## config.mk

```make
export PLATFORM = sky130hd
export DESIGN_NAME = low_voltage_detect_monitor
export DESIGN_NICKNAME = d
export VERILOG_FILES = /design/src/verilog/lvd_pkg.sv /design/src/verilog/level_sync3.sv /design/src/verilog/dip_filter.sv /design/src/verilog/low_voltage_detect_monitor.sv
export SDC_FILE = /design/constraint.sdc
export NUM_CORES = 1
export LEC_CHECK = 0
export BUFFER_PORTS_ARGS = -buffer_cell sky130_fd_sc_hd__clkbuf_2
export CAP_MARGIN = 10
export CORE_MARGIN = 4
export CORE_UTILIZATION = 50
export DETAILED_ROUTE_END_ITERATION = 12
export PLACE_DENSITY = 0.87
export SETUP_SLACK_MARGIN = 0.3
export SLEW_MARGIN = 10
export SYNTH_ARGS = -nofsm -noshare
export SYNTH_HDL_FRONTEND = slang
export SYNTH_SLANG_ARGS = --single-unit
```

## constraint.sdc

```tcl
create_clock -name mclk_i -period 3.62 [get_ports mclk_i]
set_input_delay 0.543 -clock mclk_i [delete_from_list [all_inputs] [get_ports mclk_i]]
set_output_delay 0.543 -clock mclk_i [all_outputs]
set_load 0.1 [all_outputs]
```

## src/verilog/lvd_pkg.sv

```systemverilog
// supply monitor package: register map, field positions, decode values
// assumes a 250 MHz system clock and an AXI4-Lite register bus
package lvd_pkg;

  // ----------------------------------------------------------------
  // register map (byte addresses)
  // ----------------------------------------------------------------
  localparam logic [7:0] CTRL_OFFSET = 8'h00; // supply_monitor_control
  localparam logic [7:0] FLAG_OFFSET = 8'h04; // undervoltage flag
  localparam logic [7:0] OSC_OFFSET  = 8'h08; // rc frequency select readback

  // ----------------------------------------------------------------
  // field positions and reset values
  // ----------------------------------------------------------------
  localparam int ENABLE_BIT   = 3;            // supply_monitor_enable
  localparam int NOT_LOW_BIT  = 2;            // live supply-good status
  localparam int FLAG_BIT     = 4;            // undervoltage_flag
  localparam logic [7:0] CTRL_RESET = 8'h00;  // control after reset
  localparam logic [1:0] RC_SEL_DEFAULT = 2'h3; // 4 MHz before strap

  // ----------------------------------------------------------------
  // trip levels and rc frequencies
  // ----------------------------------------------------------------
  localparam logic [1:0]  LEVEL_2V2 = 2'h3;
  localparam logic [1:0]  LEVEL_3V3 = 2'h2;
  localparam logic [1:0]  LEVEL_4V0 = 2'h1;
  localparam logic [1:0]  LEVEL_4V5 = 2'h0;
  localparam logic [12:0] TRIP_MV_2V2 = 13'd2200;
  localparam logic [12:0] TRIP_MV_3V3 = 13'd3300;
  localparam logic [12:0] TRIP_MV_4V0 = 13'd4000;
  localparam logic [12:0] TRIP_MV_4V5 = 13'd4500;
  localparam logic [1:0]  RC_4MHZ   = 2'h3;
  localparam logic [1:0]  RC_8MHZ   = 2'h2;
  localparam logic [1:0]  RC_1MHZ   = 2'h1;
  localparam logic [1:0]  RC_455KHZ = 2'h0;
  localparam logic [13:0] KHZ_4MHZ   = 14'd4000;
  localparam logic [13:0] KHZ_8MHZ   = 14'd8000;
  localparam logic [13:0] KHZ_1MHZ   = 14'd1000;
  localparam logic [13:0] KHZ_455KHZ = 14'd455;

  // ----------------------------------------------------------------
  // timing
  // ----------------------------------------------------------------
  localparam int CLK_MHZ     = 250;               // mclk_i rate
  localparam int DIP_TIME_US = 80;                // dip filter time
  localparam int DIP_CYCLES  = DIP_TIME_US * CLK_MHZ;
  localparam logic [2:0] STRAP_SETTLE = 3'h4;     // cycles before capture

  // ----------------------------------------------------------------
  // bus answers and carriers
  // ----------------------------------------------------------------
  localparam logic [1:0] RESP_OKAY   = 2'h0;
  localparam logic [1:0] RESP_SLVERR = 2'h2;

  typedef struct packed {
    logic [7:0]  awaddr;   // write address
    logic        awvalid;  // write address valid
    logic [31:0] wdata;    // write data
    logic [3:0]  wstrb;    // byte strobes
    logic        wvalid;   // write data valid
    logic        bready;   // response ready
    logic [7:0]  araddr;   // read address
    logic        arvalid;  // read address valid
    logic        rready;   // read data ready
  } axil_req_s;

  typedef struct packed {
    logic        awready;  // write address ready
    logic        wready;   // write data ready
    logic        bvalid;   // response valid
    logic [1:0]  bresp;    // response code
    logic        arready;  // read address ready
    logic        rvalid;   // read data valid
    logic [31:0] rdata;    // read data
    logic [1:0]  rresp;    // read response code
  } axil_rsp_s;

endpackage

```

## src/verilog/level_sync3.sv

```systemverilog
// three-stage synchroniser for slow pin levels
// assumes inputs are quasi-static levels from outside the clock domain
`timescale 1ns/10ps
module level_sync3 #(
  parameter int WIDTH = 1                    // number of levels
) (
  input  wire logic             clk_i,       // system clock
  input  wire logic             rst_n_i,     // synchronised reset, low
  input  wire logic [WIDTH-1:0] async_i,     // raw pin levels
  output logic      [WIDTH-1:0] level_o      // agreed level
);

  typedef struct packed {
    logic [WIDTH-1:0] s1;   // metastability catcher
    logic [WIDTH-1:0] s2;   // second stage
    logic [WIDTH-1:0] s3;   // third stage
    logic [WIDTH-1:0] out;  // accepted level
  } sync_state_s;

  sync_state_s st;       // registered state
  sync_state_s next_st;  // next state

  // ----------------------------------------------------------------
  // accept a bit only when stages two and three agree
  // ----------------------------------------------------------------
  always_comb begin
    next_st    = st;
    next_st.s1 = async_i;
    next_st.s2 = st.s1;
    next_st.s3 = st.s2;
    for (int i = 0; i < WIDTH; i++) begin
      if (st.s2[i] == st.s3[i]) begin
        next_st.out[i] = st.s3[i]; // RL14
      end
    end
  end

  // state register
  always_ff @(posedge clk_i or negedge rst_n_i) begin
    if (!rst_n_i) begin
      st <= '0;
    end else begin
      st <= next_st;
    end
  end

  assign level_o = st.out;
endmodule

```

## src/verilog/dip_filter.sv

```systemverilog
// supply dip duration filter: long dips below reset voltage ask for reset
// assumes a synchronised below-reset level on the system clock
`timescale 1ns/10ps
module dip_filter #(
  parameter int LIMIT = 20000                // cycles a dip may last
) (
  input  wire logic clk_i,                   // system clock
  input  wire logic rst_n_i,                 // synchronised reset, low
  input  wire logic below_i,                 // supply below reset_voltage
  output logic      reset_req_o              // system reset request
);

  localparam int CNT_W = $clog2(LIMIT + 1);  // counter width

  typedef struct packed {
    logic [CNT_W-1:0] count;  // cycles spent below
    logic             req;    // reset request
  } dip_state_s;

  dip_state_s st;       // registered state
  dip_state_s next_st;  // next state

  // ----------------------------------------------------------------
  // count the dip, request reset once it outlasts the limit
  // ----------------------------------------------------------------
  always_comb begin
    next_st = st;
    if (below_i) begin
      if (st.count < CNT_W'(LIMIT)) begin
        next_st.count = st.count + CNT_W'(1);
      end else begin
        next_st.req = 1'b1; // RL11
      end
    end else begin
      next_st.count = '0; // RL10
      next_st.req   = 1'b0;
    end
  end

  // state register
  always_ff @(posedge clk_i or negedge rst_n_i) begin
    if (!rst_n_i) begin
      st <= '0;
    end else begin
      st <= next_st;
    end
  end

  assign reset_req_o = st.req;
endmodule

```

## src/verilog/low_voltage_detect_monitor.sv

```systemverilog
// low-voltage detect monitor: control and flag registers over AXI4-Lite,
// dip filter toward system reset, internal rc frequency select decode
// assumes analog comparators outside give below-level pins, the core
// gives its global interrupt enable on mclk_i, and a system reset
// drives resetn_i low
//
// Function
// (RL1) monitor runs only while enable bit set
// (RL2) two-bit field picks one of four trips
// (RL3) supply below trip sets undervoltage flag
// (RL4) flag stays zero while supply above trip
// (RL5) flag with global enable raises interrupt
// (RL6) only software write of zero clears flag; the code also clears it when the enable bit is cleared
// (RL7) any system reset clears the flag
// (RL8) monitor works in sleep, never wakes
// (RL9) flag set in sleep is retained
// (RL10) dips under 80 us are ignored
// (RL11) dips over 80 us force system reset
// (RL12) rc oscillator defaults 4 MHz, three alternatives
// (RL13) rc select codes 11,10,01,00 map 4,8,1,0.455
// (RL14) comparator synchronised, flag set from that
//
// Our own choices: the AXI4-Lite slave port and the register offsets.
`timescale 1ns/10ps
module low_voltage_detect_monitor #(
  parameter int DIP_CYCLES = lvd_pkg::DIP_CYCLES  // dip limit in cycles
) (
  input  wire logic              mclk_i,          // system clock
  input  wire logic              resetn_i,        // system reset, low
  input  wire lvd_pkg::axil_req_s axil_i,         // bus requests
  output lvd_pkg::axil_rsp_s     axil_o,          // bus answers
  input  wire logic              below_trip_i,    // supply < trip_voltage
  input  wire logic              below_reset_i,   // supply < reset_voltage
  input  wire logic [1:0]        rc_freq_opt_i,   // rc select option bits
  input  wire logic              global_irq_en_i, // core interrupt enable
  output logic                   monitor_power_o, // analog monitor on
  output logic [1:0]             trip_level_o,    // trip level select
  output logic [12:0]            trip_mv_o,       // trip level in mV
  output logic                   irq_o,           // interrupt to core
  output logic                   reset_req_o,     // system reset request
  output logic [1:0]             irc_sel_o,       // rc frequency select
  output logic [13:0]            irc_khz_o        // rc frequency in kHz
);

  // ----------------------------------------------------------------
  // state and local signals
  // ----------------------------------------------------------------
  typedef struct packed {
    logic        aw_got;     // write address held
    logic [7:0]  awaddr;     // held write address
    logic        w_got;      // write data held
    logic [7:0]  wdata;      // held low byte of write data
    logic        wstrb0;     // held strobe of byte lane 0
    logic        awready;    // write address ready
    logic        wready;     // write data ready
    logic        bvalid;     // write response pending
    logic [1:0]  bresp;      // write response code
    logic        arready;    // read address ready
    logic        rvalid;     // read data pending
    logic [31:0] rdata;      // read data
    logic [1:0]  rresp;      // read response code
    logic        enable;     // supply_monitor_enable
    logic [1:0]  level;      // trip_level_select_hi/lo
    logic        flag;       // undervoltage_flag
    logic        irq;        // interrupt request
    logic [12:0] trip_mv;    // decoded trip voltage
    logic [2:0]  strap_cnt;  // settle count before strap capture
    logic        strap_done; // option bits captured
    logic [1:0]  rc_sel;     // rc_freq_select_hi/lo
    logic [13:0] khz;        // decoded rc frequency
  } mon_state_s;

  mon_state_s st;         // registered state
  mon_state_s next_st;    // next state
  logic [1:0] rst_sync;   // reset release synchroniser
  logic       rst_n;      // synchronised reset
  logic [3:0] synced;     // synchronised pin levels
  logic       below_trip; // synchronised trip comparator
  logic       below_rst;  // synchronised reset comparator
  logic [1:0] strap;      // synchronised option bits
  logic       wr_commit;  // write performed this cycle
  logic       wr_ctrl;    // control register written
  logic       wr_clear;   // flag cleared by software
  logic [7:0] rd_addr;    // aligned read address

  // ----------------------------------------------------------------
  // decode helpers
  // ----------------------------------------------------------------
  function automatic logic [12:0] trip_of(input logic [1:0] lvl);
    case (lvl)
      lvd_pkg::LEVEL_2V2: trip_of = lvd_pkg::TRIP_MV_2V2;
      lvd_pkg::LEVEL_3V3: trip_of = lvd_pkg::TRIP_MV_3V3;
      lvd_pkg::LEVEL_4V0: trip_of = lvd_pkg::TRIP_MV_4V0;
      default:            trip_of = lvd_pkg::TRIP_MV_4V5;
    endcase
  endfunction

  function automatic logic [13:0] khz_of(input logic [1:0] sel);
    case (sel)
      lvd_pkg::RC_4MHZ: khz_of = lvd_pkg::KHZ_4MHZ;
      lvd_pkg::RC_8MHZ: khz_of = lvd_pkg::KHZ_8MHZ;
      lvd_pkg::RC_1MHZ: khz_of = lvd_pkg::KHZ_1MHZ;
      default:          khz_of = lvd_pkg::KHZ_455KHZ;
    endcase
  endfunction

  // ----------------------------------------------------------------
  // reset release synchroniser
  // ----------------------------------------------------------------
  always_ff @(posedge mclk_i or negedge resetn_i) begin
    if (!resetn_i) begin
      rst_sync <= 2'h0;
    end else begin
      rst_sync <= {rst_sync[0], 1'b1};
    end
  end

  assign rst_n = rst_sync[1];

  // ----------------------------------------------------------------
  // pin synchroniser and dip filter
  // ----------------------------------------------------------------
  level_sync3 #(
    .WIDTH   (4)
  ) u_sync (
    .clk_i   (mclk_i),
    .rst_n_i (rst_n),
    .async_i ({rc_freq_opt_i, below_reset_i, below_trip_i}),
    .level_o (synced)
  );

  assign below_trip = synced[0];
  assign below_rst  = synced[1];
  assign strap      = synced[3:2];

  dip_filter #(
    .LIMIT       (DIP_CYCLES)
  ) u_dip (
    .clk_i       (mclk_i),
    .rst_n_i     (rst_n),
    .below_i     (below_rst),
    .reset_req_o (reset_req_o)
  );

  // ----------------------------------------------------------------
  // bus slave, flag and decode logic
  // ----------------------------------------------------------------
  always_comb begin
    next_st   = st;
    wr_commit = 1'b0;
    wr_ctrl   = 1'b0;
    wr_clear  = 1'b0;
    rd_addr   = {axil_i.araddr[7:2], 2'h0};
    // write address and data are taken independently
    if (axil_i.awvalid && st.awready) begin
      next_st.aw_got = 1'b1;
      next_st.awaddr = {axil_i.awaddr[7:2], 2'h0};
    end
    if (axil_i.wvalid && st.wready) begin
      next_st.w_got  = 1'b1;
      next_st.wdata  = axil_i.wdata[7:0];
      next_st.wstrb0 = axil_i.wstrb[0];
    end
    // response taken by master
    if (axil_i.bready && st.bvalid) begin
      next_st.bvalid = 1'b0;
    end
    // both halves held: perform the write
    if (st.aw_got && st.w_got && !st.bvalid) begin
      wr_commit      = 1'b1;
      next_st.aw_got = 1'b0;
      next_st.w_got  = 1'b0;
      next_st.bvalid = 1'b1;
      next_st.bresp  = lvd_pkg::RESP_OKAY;
      case (st.awaddr)
        lvd_pkg::CTRL_OFFSET: wr_ctrl = st.wstrb0;
        lvd_pkg::FLAG_OFFSET: wr_clear = st.wstrb0 &&
                                !st.wdata[lvd_pkg::FLAG_BIT]; // RL6
        lvd_pkg::OSC_OFFSET:  wr_ctrl = 1'b0; // read-only, ignored
        default:              next_st.bresp = lvd_pkg::RESP_SLVERR;
      endcase
    end
    next_st.awready = !next_st.aw_got && !next_st.bvalid;
    next_st.wready  = !next_st.w_got && !next_st.bvalid;
    // control register write
    if (wr_ctrl) begin
      next_st.enable = st.wdata[lvd_pkg::ENABLE_BIT];
      next_st.level  = st.wdata[1:0];
    end
    // read channel
    if (axil_i.rready && st.rvalid) begin
      next_st.rvalid = 1'b0;
    end
    if (axil_i.arvalid && st.arready) begin
      next_st.rvalid = 1'b1;
      next_st.rdata  = 32'h0;
      next_st.rresp  = lvd_pkg::RESP_OKAY;
      case (rd_addr)
        lvd_pkg::CTRL_OFFSET: begin
          next_st.rdata[lvd_pkg::ENABLE_BIT]  = st.enable;
          next_st.rdata[lvd_pkg::NOT_LOW_BIT] = !(st.enable && below_trip);
          next_st.rdata[1:0]                  = st.level;
        end
        lvd_pkg::FLAG_OFFSET: begin
          next_st.rdata[lvd_pkg::FLAG_BIT] = st.flag;
        end
        lvd_pkg::OSC_OFFSET: begin
          next_st.rdata[1:0] = st.rc_sel;
        end
        default: begin
          next_st.rresp = lvd_pkg::RESP_SLVERR;
        end
      endcase
    end
    next_st.arready = !next_st.rvalid;
    // undervoltage flag: sticky, set beats software clear, disable beats set, sleep plays no part
    if (wr_clear) begin
      next_st.flag = 1'b0; // RL6
    end
    if (next_st.enable && below_trip) begin
      next_st.flag = 1'b1; // RL3 RL8 RL9 RL14
    end
    if (!next_st.enable) begin
      next_st.flag = 1'b0; // RL1 RL4
    end
    next_st.irq     = next_st.flag && global_irq_en_i; // RL5
    next_st.trip_mv = trip_of(next_st.level); // RL2
    // option bits are caught once the synchroniser has settled
    if (!st.strap_done) begin
      next_st.strap_cnt = st.strap_cnt + 3'h1;
      if (st.strap_cnt == lvd_pkg::STRAP_SETTLE) begin
        next_st.rc_sel     = strap; // RL12
        next_st.strap_done = 1'b1;
      end
    end
    next_st.khz = khz_of(next_st.rc_sel); // RL13
  end

  // ----------------------------------------------------------------
  // state register
  // ----------------------------------------------------------------
  always_ff @(posedge mclk_i or negedge rst_n) begin
    if (!rst_n) begin
      st         <= '0; // RL7
      st.enable  <= lvd_pkg::CTRL_RESET[lvd_pkg::ENABLE_BIT];
      st.level   <= lvd_pkg::CTRL_RESET[1:0];
      st.trip_mv <= lvd_pkg::TRIP_MV_4V5;
      st.rc_sel  <= lvd_pkg::RC_SEL_DEFAULT;
      st.khz     <= lvd_pkg::KHZ_4MHZ;
    end else begin
      st <= next_st;
    end
  end

  // ----------------------------------------------------------------
  // outputs
  // ----------------------------------------------------------------
  assign axil_o.awready = st.awready;
  assign axil_o.wready  = st.wready;
  assign axil_o.bvalid  = st.bvalid;
  assign axil_o.bresp   = st.bresp;
  assign axil_o.arready = st.arready;
  assign axil_o.rvalid  = st.rvalid;
  assign axil_o.rdata   = st.rdata;
  assign axil_o.rresp   = st.rresp;
  assign monitor_power_o = st.enable; // RL1
  assign trip_level_o    = st.level;
  assign trip_mv_o       = st.trip_mv;
  assign irq_o           = st.irq;
  assign irc_sel_o       = st.rc_sel;
  assign irc_khz_o       = st.khz;
endmodule

```

# ---- Yosys cells after proc, flatten, opt, wreduce, memory -nomap -nowiden
# Index checks and enable logic that the tools add are counted.
# W data, S select, Z words.
dict set report classes {
  n_addsub 2
  n_eq_ne 17
  reduce_logical 24
  muxes 28
  magnitude_cmp 1
}
# operator n
set op_table {}
lappend op_table {{$pmux W13 S3} 2}
lappend op_table {{$mux W35} 1}
lappend op_table {{$mux W16} 1}
lappend op_table {{$add A15 B1 Y15 const B} 1}
lappend op_table {{$lt A15 B15 Y1 const B} 1}
lappend op_table {{$mux W15} 1}
lappend op_table {{$logic_and A1 B1 Y1} 13}
lappend op_table {{$mux W1} 13}
lappend op_table {{$eq A6 B1 Y1 const B} 2}
lappend op_table {{$eq A6 B2 Y1 const B} 2}
lappend op_table {{$mux W3} 4}
lappend op_table {{$mux W10} 1}
lappend op_table {{$mux W9} 1}
lappend op_table {{$eq A2 B2 Y1 const B} 4}
lappend op_table {{$logic_not A8 Y1} 1}
lappend op_table {{$logic_not A1 Y1} 7}
lappend op_table {{$logic_not A6 Y1} 1}
lappend op_table {{$mux W2} 3}
lappend op_table {{$reduce_or A3 Y1} 2}
lappend op_table {{$eq A1 B1 Y1} 4}
lappend op_table {{$eq A2 B1 Y1 const B} 2}
lappend op_table {{$pmux W2 S2} 1}
lappend op_table {{$add A3 B1 Y3 const B} 1}
lappend op_table {{$eq A3 B3 Y1 const B} 1}
lappend op_table {{2 further kinds} 2}
dict set report word_totals {
  inputBits 64
  output_inout_bits 75
  word_cells 104
  register_bits 103
}

# ---- Logic depth before layout (Yosys ltp)
# Gate-level depths: netlist of the first run.
dict set report depth {
  ltp_word 8
  ltp_mapped 7
  ltp_nobuf 6
}

# ---- Modules after synthesis
# From an unflattened synthesis of the first run, not the netlist that was laid out.
dict set report unflattened {
  hier_cells 337
  area_unflattened_um2 3950.0
}
# mod seq_area_each_um2 area_each_um2 cells_per_inst n_inst
set modules_own_cells {}
lappend modules_own_cells {low_voltage_detect_monitor 1362.6 2640.0 227 1}
lappend modules_own_cells {dip_filter 400.4 834.6 86 1}
lappend modules_own_cells {level_sync3 400.4 475.5 24 1}

# ---- Worst setup path after synthesis of the first run
# No wires, ideal clock.
dict set report synth_path {
  path_kind {register -> register}
  start {reg u_dip.st[9] (netlist name)}
  end {reg u_dip.st[14] (netlist name)}
  required_time_ns 3.495
  period_less_slack_ns 2.014
  n_path_buf 1
  setup_time_ns 0.125
  stages_incl_launch_ff 6
  slack_ns 1.606
  t_arrival_ns 1.889
  cell_sequence {dfrtp_1 or4_4 and3_4 buf_6 nor4_1 mux2_2}
}
dict set report synth_via {
  elab_chain_len 3
  elab_cells_between_ends 5
  cone_classes {add/sub (1); order compare (1); eq/ne (1); mux (2)}
}
# element line_no
set synth_rtl {}
lappend synth_rtl {{start: declaration} dip_filter.sv:20} ;# dip_state_s st;
lappend synth_rtl {{start signal: assignment} dip_filter.sv:45} ;# st <= next_st;
lappend synth_rtl {{$add A15 B1 Y15} dip_filter.sv:30} ;# next_st.count = st.count + CNT_W'(1);
lappend synth_rtl {{$mux W15} dip_filter.sv:29} ;# if (st.count < CNT_W'(LIMIT)) begin
lappend synth_rtl {{$mux W16} dip_filter.sv:28} ;# if (below_i) begin
# Parallel ways exist; a longest one is shown, timed or not. The select of a mux whose other input is x is not followed.
# A chain may end at the register's enable or synchronous reset.

==> results of run 1 <==
final timing paths:
kind,startpoint,endpoint,slack [ns]
max in group asynchronous,rst_sync[1],axil_o[6],2.44
setup / recovery,st[94],trip_mv_o[8],1.31
setup reg to reg,st[94],trip_mv_o[8],1.31
min in group asynchronous,resetn_i,rst_sync[1],0.52
hold / removal,rc_freq_opt_i[0],u_sync.next_st[10],0.29
hold reg to reg,u_sync.next_st[11],u_sync.next_st[7],0.35
cell families after synthesis:
kind of cell / count (synthesis) / synth area share
fa+ha+maj: 11 / 0.0325
compound gates: 31 / 0.0564
xor+xnor: 2 / 0.00447
buf+inv: 91 / 0.158
other cells: 2 / 0.00191
flops: 86 / 0.551
simple gates: 82 / 0.119
mux: 28 / 0.0765
cells in the final DEF (no fill, tap or decap), types with 7 or more instances in the layout:
cell type / count
ha_1: 7
dfstp_2: 9
conb_1: 36
nor2_1: 8
mux2_2: 16
inv_1: 13
mux2i_1: 12
clkbuf_2: 68
clkbuf_8: 9
nand2_1: 25
nand2b_1: 8
dfrtp_1: 76
a21oi_1: 9
layout make-up:
class / instances / area [um^2] / share of cell area
Multi-Input combinational cell: 190 / 1270 / 0.303
Clock buffer: 10 / 128 / 0.0305
Clock inverter: 6 / 93.8 / 0.0224
Sequential cell: 86 / 2170 / 0.518
Tap cell: 102 / 128 / 0.0305
Timing Repair Buffer: 69 / 350 / 0.0837
Inverter: 13 / 48.8 / 0.0117
metrics by stage:
step	hold slack (ns)	total power, uW
final	0.293	3090
after global routing	0.275	3220
after CTS	0.277	3110
after detailed placement	0.336	2370
after global placement	0.330	2340
after floorplan	0.247	2330
report_power, final:
part           switching (uW)  internal, uW  total [uW]  leakage [uW]
Combinational             882           203        1080      0.000893
Clock                     340           396         736      0.000113
Sequential                127          1140        1260       0.00106
synthesized netlist by cell type (2+ instances only):
cell,number
buf_4,72
nor2b_1,4
a21oi_1,9
a21o_1,2
o41ai_1,2
nor4_1,3
xnor2_1,2
or2_2,4
or4_1,4
mux2_2,16
o31ai_1,6
nor2_1,8
inv_1,13
conb_1,2
o21a_1,2
dfstp_2,9
ha_1,7
clkbuf_1,5
mux2i_1,12
or3_1,2
maj3_1,4
o21ai_0,5
nand2_1,25
nand4_1,4
nor3b_1,3
nand3_1,5
nand2b_1,8
dfrtp_1,77
metal layers:
metal,wire [um],global-route usage,share of wire,vias up
met5,0,0,0,-
met4,79,0.0561,0.012,0
met3,348,0.0356,0.055,8
met2,3350,0.258,0.53,64
met1,2580,0.180,0.41,1114
li1,-,-,-,1093
registers in the layout, indices dropped and copies added, names as in the netlist:
signal	count
irq_o	1
trip_level_o	2
monitor_power_o	1
u_sync.next_st	8
axil_o	12
u_sync.level_o	4
irc_sel_o	2
u_sync.st	4
u_dip.reset_req_o	1
rst_sync	2
u_dip.st	15
st	18
irc_khz_o	7
trip_mv_o	9
repair_timing:
item	in CTS	in global routing
hold endpoints to repair	2	0
endpoints found under the setup margin	0	0
hold buffers	1	0
==> run_results.csv, run 1 <==
group,metric,value,unit
sta,relSlewSlack,0.312,
worst_setup_path,crit_slowest_cell,"nor4_1",
die,fp.dieW,96.6,um
sta,hold_viol,0,
layout,final_area,0.00418,mm^2
detailed_routing,vias,2279,
global_route,grtUsageTotal,0.149,
synth,synth_cells,333,
sta,slew_violations,0,
die,dieArea,0.00933,mm^2
worst_setup_path,critPathMaxStageDelay,0.53,ns
worst_setup_path,crit_cells,6,
layout,drive_gt1_frac,0.313,
worst_hold_path,hold_path_depth,1,
detailed_routing,antenna_left,0,
placed_design,dpl.hpwl,4640,um
worst_setup_path,end_kind,"register",
layout,n_fill_cell,638,
clock_tree,post_cts_buffers,0,
placed_design,place_area,0.00395,mm^2
die,placeableCoreArea,0.00769,mm^2
detailed_routing,dr.first_iter.drc_count,146,
clock_tree,cts_buffers,9,
sta,post-route-period-util,0.638,
global_route,grt_pass1_wl,10600,um
synth,synth_cell_types,46,
synth,synth_ff_type,"dfrtp_1",
synth,avgSynthCellArea,11.8,um^2
placed_design,placed_cells,459,
detailed_routing,wire_per_inst,13.4,um
clock_tree,clockBufferDepth,2,
synth,synth_top_area_share,0.491,
synth,synth_edf_count,0,
worst_setup_path,path_class,"register to register",
layout,finalNonFillerCells,476,
worst_setup_path,worstPathArrival,2.59,ns
placed_design,globalplace.congestion,0.729,
layout,syn_to_final_growth,6.63,%
synth,synth_area,0.00392,mm^2
sta,min_period,2.31,ns
placed_design,pre_cts_slack,1.35,ns
power,irDropWorstVdd,0.518,mV
synth,async_flop_share,1.00,
sta,finalWorstSetupSlack,1.31,ns
synth,yosysWarnings,0,
worst_setup_path,r2r_cells,6,
placed_design,port_buffers,68,
worst_setup_path,cp_cell_sequence,"nor4_1, nand4_1, mux2i_1, inv_1, ha_1, or2_2",
detailed_routing,remaining_drc_errors,0,
sta,skew,0.00822,ns
clock_tree,htree_levels,3,
die,die_h,96.6,um
die,num_rows,32,
synth,synth_largest_area_cell,"dfrtp_1",
clock_tree,clkTransAtPathRegs,0.09,ns
layout,diodes,0,
sta,setup_viol,0,
worst_setup_path,cp_top_family,"simple AND/OR/NAND/NOR gates",
sta,worstMarginPinSlew,1.03,ns
synth,seq_area_frac_synth,0.551,
global_route,grt-ovfl-total,0,
layout,post-route-util,0.544,
sta,rsz0062_at_grt,"no",
sta,final.setup.tns,0,ns
outcome,status,"completed",
sta,timing.fmax,0.433,GHz
die,io_pins,139,
clock_tree,cts-root-buf,"clkbuf_8",
power,p_per_area,737,mW/mm^2
global_route,grt_max_degree,85,
synth,ys_ff_latch,86,
layout,fin_nets,440,
global_route,first_global_vias,2324,
worst_hold_path,hold_path.class,"input pin to register",
clock_tree,cts_sinks,86,
worst_setup_path,required,3.90,ns
worst_setup_path,cp-start-kind,"register",
detailed_routing,vias_per_cell,4.79,
die,initial_core_util,0.510,
global_route,antenna_found_initial,0,
clock_tree,post_cts_resized,0,
clock_tree,cts_tree,"yes",
detailed_routing,drt_pre_antenna_iters,4,
worst_setup_path,critPathBufInv,1,
synth,synthTopCellsByArea,"dfrtp_1 49%, buf_4 14%, dfstp_2 6.0%",
worst_setup_path,crit_fanout,3,
detailed_routing,wirelength,6360,um
clock_tree,clk_latency,0.35,ns
flow_run,maxCapViolCount,0,
power,power.leakage,0.00206,uW
No activity file was read; power rests on OpenSTA's default activity.
==> run 2: changes to the inputs <==
--- a/config.mk
+++ b/config.mk
@@ -5,12 +5,13 @@
 export SDC_FILE = /design/constraint.sdc
 export NUM_CORES = 1
 export LEC_CHECK = 0
+export ABC_AREA = 1
 export BUFFER_PORTS_ARGS = -buffer_cell sky130_fd_sc_hd__clkbuf_2
 export CAP_MARGIN = 10
 export CORE_MARGIN = 4
-export CORE_UTILIZATION = 50
+export CORE_UTILIZATION = 45
 export DETAILED_ROUTE_END_ITERATION = 12
-export PLACE_DENSITY = 0.87
+export PLACE_DENSITY = 0.83
 export SETUP_SLACK_MARGIN = 0.3
 export SLEW_MARGIN = 10
 export SYNTH_ARGS = -nofsm -noshare
==> constraint.sdc (replaced) <==
create_clock -name mclk_i -period 2.1 [get_ports mclk_i]
set_input_delay 0.315 -clock mclk_i [delete_from_list [all_inputs] [get_ports mclk_i]]
set_output_delay 0.315 -clock mclk_i [all_outputs]
set_load 0.1 [all_outputs]
==> run_results.csv, run 2 <==
group,metric,value,unit
sta,skew,0.0102,ns
synth,synth_largest_area_cell,"dfrtp_1",
synth,avgSynthCellArea,9.35,um^2
synth,synth_cell_types,31,
worst_setup_path,required,2.39,ns
worst_setup_path,r2r-start,"st[92]",
sta,timing.fmax,0.579,GHz
sta,relSlewSlack,0.622,
die,fp.dieW,103,um
synth,synthTopCellsByArea,"dfrtp_1 47%, buf_4 13%, nand2_1 9.5%",
clock_tree,htree_levels,3,
clock_tree,cts_sinks,86,
layout,top_register,"st",
clock_tree,clk_latency,0.36,ns
clock_tree,cts_tree,"yes",
detailed_routing,wirelength,7020,um
layout,n_fill_cell,807,
worst_hold_path,hold_path_depth,1,
power,power.leakage,0.00230,uW
layout,layout_common_cells,"102 x nand2_1, 76 x dfrtp_1, 68 x clkbuf_2",
detailed_routing,drt_pre_antenna_iters,4,
sta,rsz0062_at_grt,"no",
clock_tree,cts-root-buf,"clkbuf_8",
detailed_routing,remaining_drc_errors,0,
synth,synth_ff_type,"dfrtp_1",
detailed_routing,vias,2730,
sta,setup_viol,0,
synth,yosysWarnings,0,
synth,synth_area,0.00407,mm^2
worst_setup_path,r2r-end,"trip_mv_o[8]",
worst_setup_path,r2r_cells,6,
detailed_routing,dr.first_iter.drc_count,152,
worst_hold_path,min_from,"below_reset_i",
worst_setup_path,end_kind,"register",
synth,seq_area_frac_synth,0.532,
sta,slew_violations,0,
detailed_routing,wire_per_inst,11.9,um
synth,synth_top_area_share,0.474,
global_route,grt_max_degree,52,
synth,synth.most_common_cell,"nand2_1",
synth,async_flop_share,1.00,
layout,post-route-util,0.500,
worst_setup_path,path_class,"register to register",
worst_hold_path,hold-path-endpoint,"u_sync.next_st[9]",
worst_hold_path,hold_path.class,"input pin to register",
synth,ys_ff_latch,86,
sta,post-route-period-util,0.823,
placed_design,globalplace.congestion,0.867,
layout,fin_nets,547,
layout,syn_to_final_growth,7.85,%
layout,finalNonFillerCells,589,
power,total_power,5460,uW
global_route,grt-ovfl-total,0,
layout,final_common_cell,"nand2_1",
layout,largest_reg_flops,18,
clock_tree,clockBufferDepth,2,
synth,synth_edf_count,0,
clock_tree,clkTransAtPathRegs,0.10,ns
worst_setup_path,cp-start-kind,"register",
layout,drive_gt1_frac,0.247,
flow_run,maxCapViolCount,0,
die,initial_core_util,0.464,
global_route,grtUsageTotal,0.136,
synth,synth_cells,435,
die,num_rows,34,
layout,diodes,0,
global_route,grt_pass1_wl,11300,um
sta,hold_viol,0,
die,die_h,103,um
die,placeableCoreArea,0.00876,mm^2
global_route,antenna_found_initial,0,
worst_setup_path,worstPathArrival,2.02,ns
sta,final.setup.tns,0,ns
die,io_pins,139,
sta,worstMarginPinSlew,0.566,ns
placed_design,port_buffers,68,
synth,yosys-top-cells-count,"103 x nand2_1, 77 x dfrtp_1, 73 x buf_4",
detailed_routing,antenna_left,0,
worst_setup_path,reg2reg_slack,0.37,ns
die,dieArea,0.0106,mm^2
power,irDropWorstVdd,0.886,mV
placed_design,placed_cells,571,
layout,multi_input_area,0.00133,mm^2
placed_design,dpl.hpwl,5170,um
power,p_per_area,1250,mW/mm^2
outcome,status,"completed",
detailed_routing,vias_per_cell,4.63,
sta,min_period,1.73,ns
worst_setup_path,crit_fanout,5,
global_route,first_global_vias,2528,
clock_tree,cts_buffers,9,
layout,ff_latch_area,0.00217,mm^2
-- run 2: cell types whose count changed in the layout (fill, tap and decap cells not counted), moves of 8 or more --
cell,delta
inv_1,+33
mux2_2,-11
mux2i_1,-12
nand2_1,+77
nand2b_1,-8
nand3_1,+13
nand4_1,+12
nor2_1,+17
o21ai_0,+8
-- run 2: layer usage --
layer  global-route usage  routed length, um
met5                    0                  0
met4               0.0558                155
met3               0.0325                405
met2                0.227               3490
met1                0.168               2970
-- run 2: stage by stage --
step | area (um^2) | hold slack, ns | setup slack, ns
floorplan | 4190 | 0.0194 | 0.303
global placement | 4130 | 0.100 | 0.226
detailed placement | 4130 | 0.103 | 0.123
CTS | 4340 | 0.0545 | 0.290
global route | 4380 | 0.0407 | 0.281
finish | 4380 | 0.0653 | 0.373
-- run 2: cell type report --
type / count / area share
multi-input combinational: 259 / 0.303
clock buffer: 9 / 0.0283
inverter: 48 / 0.0411
sequential: 86 / 0.494
tap: 108 / 0.0308
clock inverter: 7 / 0.0143
timing repair buffer: 72 / 0.0879
-- run 2: worst max-delay path, cell delays in order, from the launching register on --
cell and delay [ns]:
dfrtp_1 0.44, nor3b_2 0.33, nand2_4 0.13, o21ai_4 0.17
inv_1 0.11, ha_1 0.22, or2_2 0.28
-- run 2: logic make-up (layout without fill, tap and decap cells) --
group / Yosys count / after routing / share of synthesized area
and+or+nand+nor: 178 / 178 / 0.194
buffers and inverters: 124 / 136 / 0.184
DFF: 86 / 86 / 0.532
AOI/OAI and AO/OA: 23 / 23 / 0.0305
adders and majority gates: 11 / 11 / 0.0314
xor gates and xnor gates: 6 / 6 / 0.0129
muxes: 5 / 5 / 0.0138
other: 2 / 36 / 0.00185
-- run 2: power by group --
group	switching, uW	leakage [uW]	internal (uW)
Clock	644	0.0000931	457
Sequential	206	0.00104	1970
Combinational	1830	0.00117	351
Total	2680	0.00230	2780
-- run 2: how the worst max path moves through the flow --
| stage | slack, ns | endpoint | depth (start not counted) | from |
|---|---|---|---|---|
| 2_1_floorplan | 0.30 | trip_mv_o[8] | 8 | axil_o[38] |
| 3_3_place_gp | 0.23 | trip_mv_o[8] | 8 | axil_o[38] |
| 3_5_place_dp | 0.12 | trip_mv_o[8] | 8 | axil_o[38] |
| 4_1_cts | 0.29 | trip_mv_o[8] | 8 | axil_o[38] |
| 5_1_grt | 0.28 | trip_mv_o[8] | 6 | st[92] |
| 6_report | 0.37 | trip_mv_o[8] | 6 | st[92] |
-- run 2: repair_timing --
item | in CTS | in global routing
hold endpoints to repair | 2 | 0
setup endpoints to repair | 2 | 3
hold buffers | 1 | 0
buffers inserted | 0 | 1
resized for setup | 4 | 8
pin swaps | 0 | 1
==> run 3: changes to the inputs <==
--- a/config.mk
+++ b/config.mk
@@ -9,9 +9,9 @@
 export BUFFER_PORTS_ARGS = -buffer_cell sky130_fd_sc_hd__clkbuf_2
 export CAP_MARGIN = 10
 export CORE_MARGIN = 4
-export CORE_UTILIZATION = 45
+export CORE_UTILIZATION = 50
 export DETAILED_ROUTE_END_ITERATION = 12
-export PLACE_DENSITY = 0.83
+export PLACE_DENSITY = 0.87
 export SETUP_SLACK_MARGIN = 0.3
 export SLEW_MARGIN = 10
 export SYNTH_ARGS = -nofsm -noshare
==> constraint.sdc (replaced) <==
create_clock -name mclk_i -period 1.8 [get_ports mclk_i]
set_input_delay 0.27 -clock mclk_i [delete_from_list [all_inputs] [get_ports mclk_i]]
set_output_delay 0.27 -clock mclk_i [all_outputs]
set_load 0.1 [all_outputs]
==> run_results.csv, run 3 (same netlist as run 2, synthesis figures left out) <==
group,metric,value,unit
placed_design,placed_cells,567,
die,die_h,98.2,um
clock_tree,clockBufferDepth,2,
power,irDropWorstVdd,1.31,mV
sta,relSlewSlack,0.622,
layout,multi_input_area,0.00142,mm^2
die,num_rows,32,
placed_design,globalplace.congestion,0.887,
outcome,status,"completed",
placed_design,port_buffers,68,
detailed_routing,wire_per_inst,12.9,um
power,p_per_area,1430,mW/mm^2
clock_tree,htree_levels,3,
die,initial_core_util,0.521,
clock_tree,clk_latency,0.34,ns
layout,ff_latch_area,0.00217,mm^2
layout,final_area,0.00467,mm^2
layout,top_register,"st",
worst_setup_path,end_kind,"register",
worst_setup_path,cp-start-kind,"register",
sta,skew,0.00744,ns
global_route,grt_pass1_wl,12500,um
power,power.leakage,0.00241,uW
clock_tree,cts-root-buf,"clkbuf_8",
sta,min_period,1.61,ns
power,switching_share,0.461,
layout,layout_common_cells,"100 x nand2_1, 72 x dfrtp_1, 53 x clkbuf_2",
sta,hold_viol,0,
power,p_comb_frac,0.414,
sta,worstMarginPinSlew,0.569,ns
placed_design,place_area,0.00417,mm^2
global_route,grt-ovfl-total,0,
power,p_sw,3080,uW
detailed_routing,vias,2906,
die,placeableCoreArea,0.00781,mm^2
sta,slew_violations,0,
placed_design,dpl.hpwl,5530,um
layout,fin_nets,562,
detailed_routing,wirelength,7720,um
layout,syn_to_final_growth,15.0,%
global_route,grtUsageTotal,0.160,
global_route,antenna_found_initial,0,
layout,finalNonFillerCells,598,
sta,post-route-period-util,0.892,
power,p_int,3600,uW
clock_tree,cts_sinks,86,
sta,setup_viol,0,
worst_setup_path,path_class,"register to register",
layout,largest_reg_flops,18,
power,pwr-share-seq,0.382,
layout,n_fill_cell,647,
die,dieArea,0.00964,mm^2
worst_hold_path,hold_path.class,"input pin to register",
detailed_routing,antenna_left,0,
detailed_routing,vias_per_cell,4.86,
power,p_clk_frac,0.204,
flow_run,maxCapViolCount,0,
sta,rsz0062_at_grt,"yes",
sta,final.setup.tns,0,ns
worst_setup_path,required,2.07,ns
layout,final_common_cell,"nand2_1",
sta,timing.fmax,0.623,GHz
worst_setup_path,worstPathArrival,1.88,ns
worst_setup_path,crit_fanout,5,
detailed_routing,remaining_drc_errors,0,
global_route,first_global_vias,2816,
die,fp.dieW,98.2,um
detailed_routing,dr.first_iter.drc_count,277,
clock_tree,cts_tree,"yes",
layout,diodes,0,
clock_tree,clkTransAtPathRegs,0.08,ns
clock_tree,cts_buffers,9,
layout,drive_gt1_frac,0.308,
detailed_routing,drt_pre_antenna_iters,4,
die,io_pins,139,
global_route,grt_max_degree,35,
-- run 3: changes by cell type in the layout (fill, tap and decap cells not counted), moves of 4 or more --
cell	before	now
nor2_1	25	21
inv_6	4	0
dfrtp_1	76	72
buf_4	2	15
dfrtp_2	0	4
ha_1	7	2
inv_1	46	42
clkbuf_2	68	53
clkbuf_4	0	8
inv_2	1	5
-- run 3: worst max-delay path, stage by stage (launching register included) --
cell     delay [ns]
dfrtp_1        0.39
nor2_1         0.11
nand2_1        0.10
nor2_4         0.15
nand2_4        0.10
o21ai_4        0.22
inv_2          0.08
ha_4           0.16
or2_4          0.22
-- run 3: metal layers --
| metal | vias to the layer above | part of all wire | global-route usage |
|---|---|---|---|
| li1 | 1368 | - | - |
| met1 | 1400 | 0.40 | 0.200 |
| met2 | 120 | 0.49 | 0.265 |
| met3 | 18 | 0.092 | 0.0521 |
| met4 | 0 | 0.017 | 0.0504 |
| met5 | - | 0 | 0 |
-- run 3: path summary, 6_finish.rpt --
check / from / endpoint / slack, ns / cells past startpoint
worst min register to register: rst_sync[1] / u_sync.st[5] / 0.28 / 0
min in group asynchronous: resetn_i / rst_sync[1] / 0.23 / 2
worst min-delay path: below_reset_i / u_sync.next_st[9] / 0.03 / 1
max in group asynchronous: rst_sync[1] / trip_mv_o[8] / 0.90 / 1
worst max register to register: st[96] / trip_mv_o[8] / 0.19 / 8
worst max-delay path: st[96] / trip_mv_o[8] / 0.19 / 8
-- run 3: area by class of cell --
| cell class | instances | share of cell area |
|---|---|---|
| clock inverter | 3 | 0.00937 |
| clock buffer | 13 | 0.0340 |
| timing repair buffer | 86 | 0.121 |
| inverter | 48 | 0.0386 |
| multi-input combinational | 260 | 0.305 |
| tap | 102 | 0.0273 |
| sequential | 86 | 0.465 |
-- run 3: power by group through the flow --
| stage | Combinational, uW | Sequential, uW | Clock [uW] |
|---|---|---|---|
| finish | 2770 | 2560 | 1360 |
| global route | 2900 | 2600 | 1490 |
| CTS | 2690 | 2560 | 1400 |
| detailed placement | 2520 | 2570 | 0 |
| global placement | 2480 | 2550 | 0 |
| floorplan | 2410 | 2580 | 0 |
-- run 3: timing repair --
| item | 4_1_cts | 5_1_grt |
|---|---|---|
| hold endpoints to repair | 2 | 0 |
| endpoints found under the setup margin | 27 | 34 |
| setup buffers | 8 | 5 |
| hold buffers | 1 | 0 |
| pin swaps | 7 | 9 |
| gates cloned | 0 | 1 |
| gates resized for setup | 28 | 30 |
-- run 3: through the flow --
stage | setup WS [ns] | power [uW] | utilization | hold slack, ns
4_1_cts | 0.220 | 6640 | 0.583 | 0.0134
2_1_floorplan | 0.241 | 4980 | - | -0.0256
6_report | 0.194 | 6690 | 0.599 | 0.0264
5_1_grt | 0.123 | 7000 | 0.599 | 0.00124
3_3_place_gp | 0.135 | 5020 | 0.534 | 0.0558
3_5_place_dp | 0.0882 | 5090 | 0.534 | 0.0577
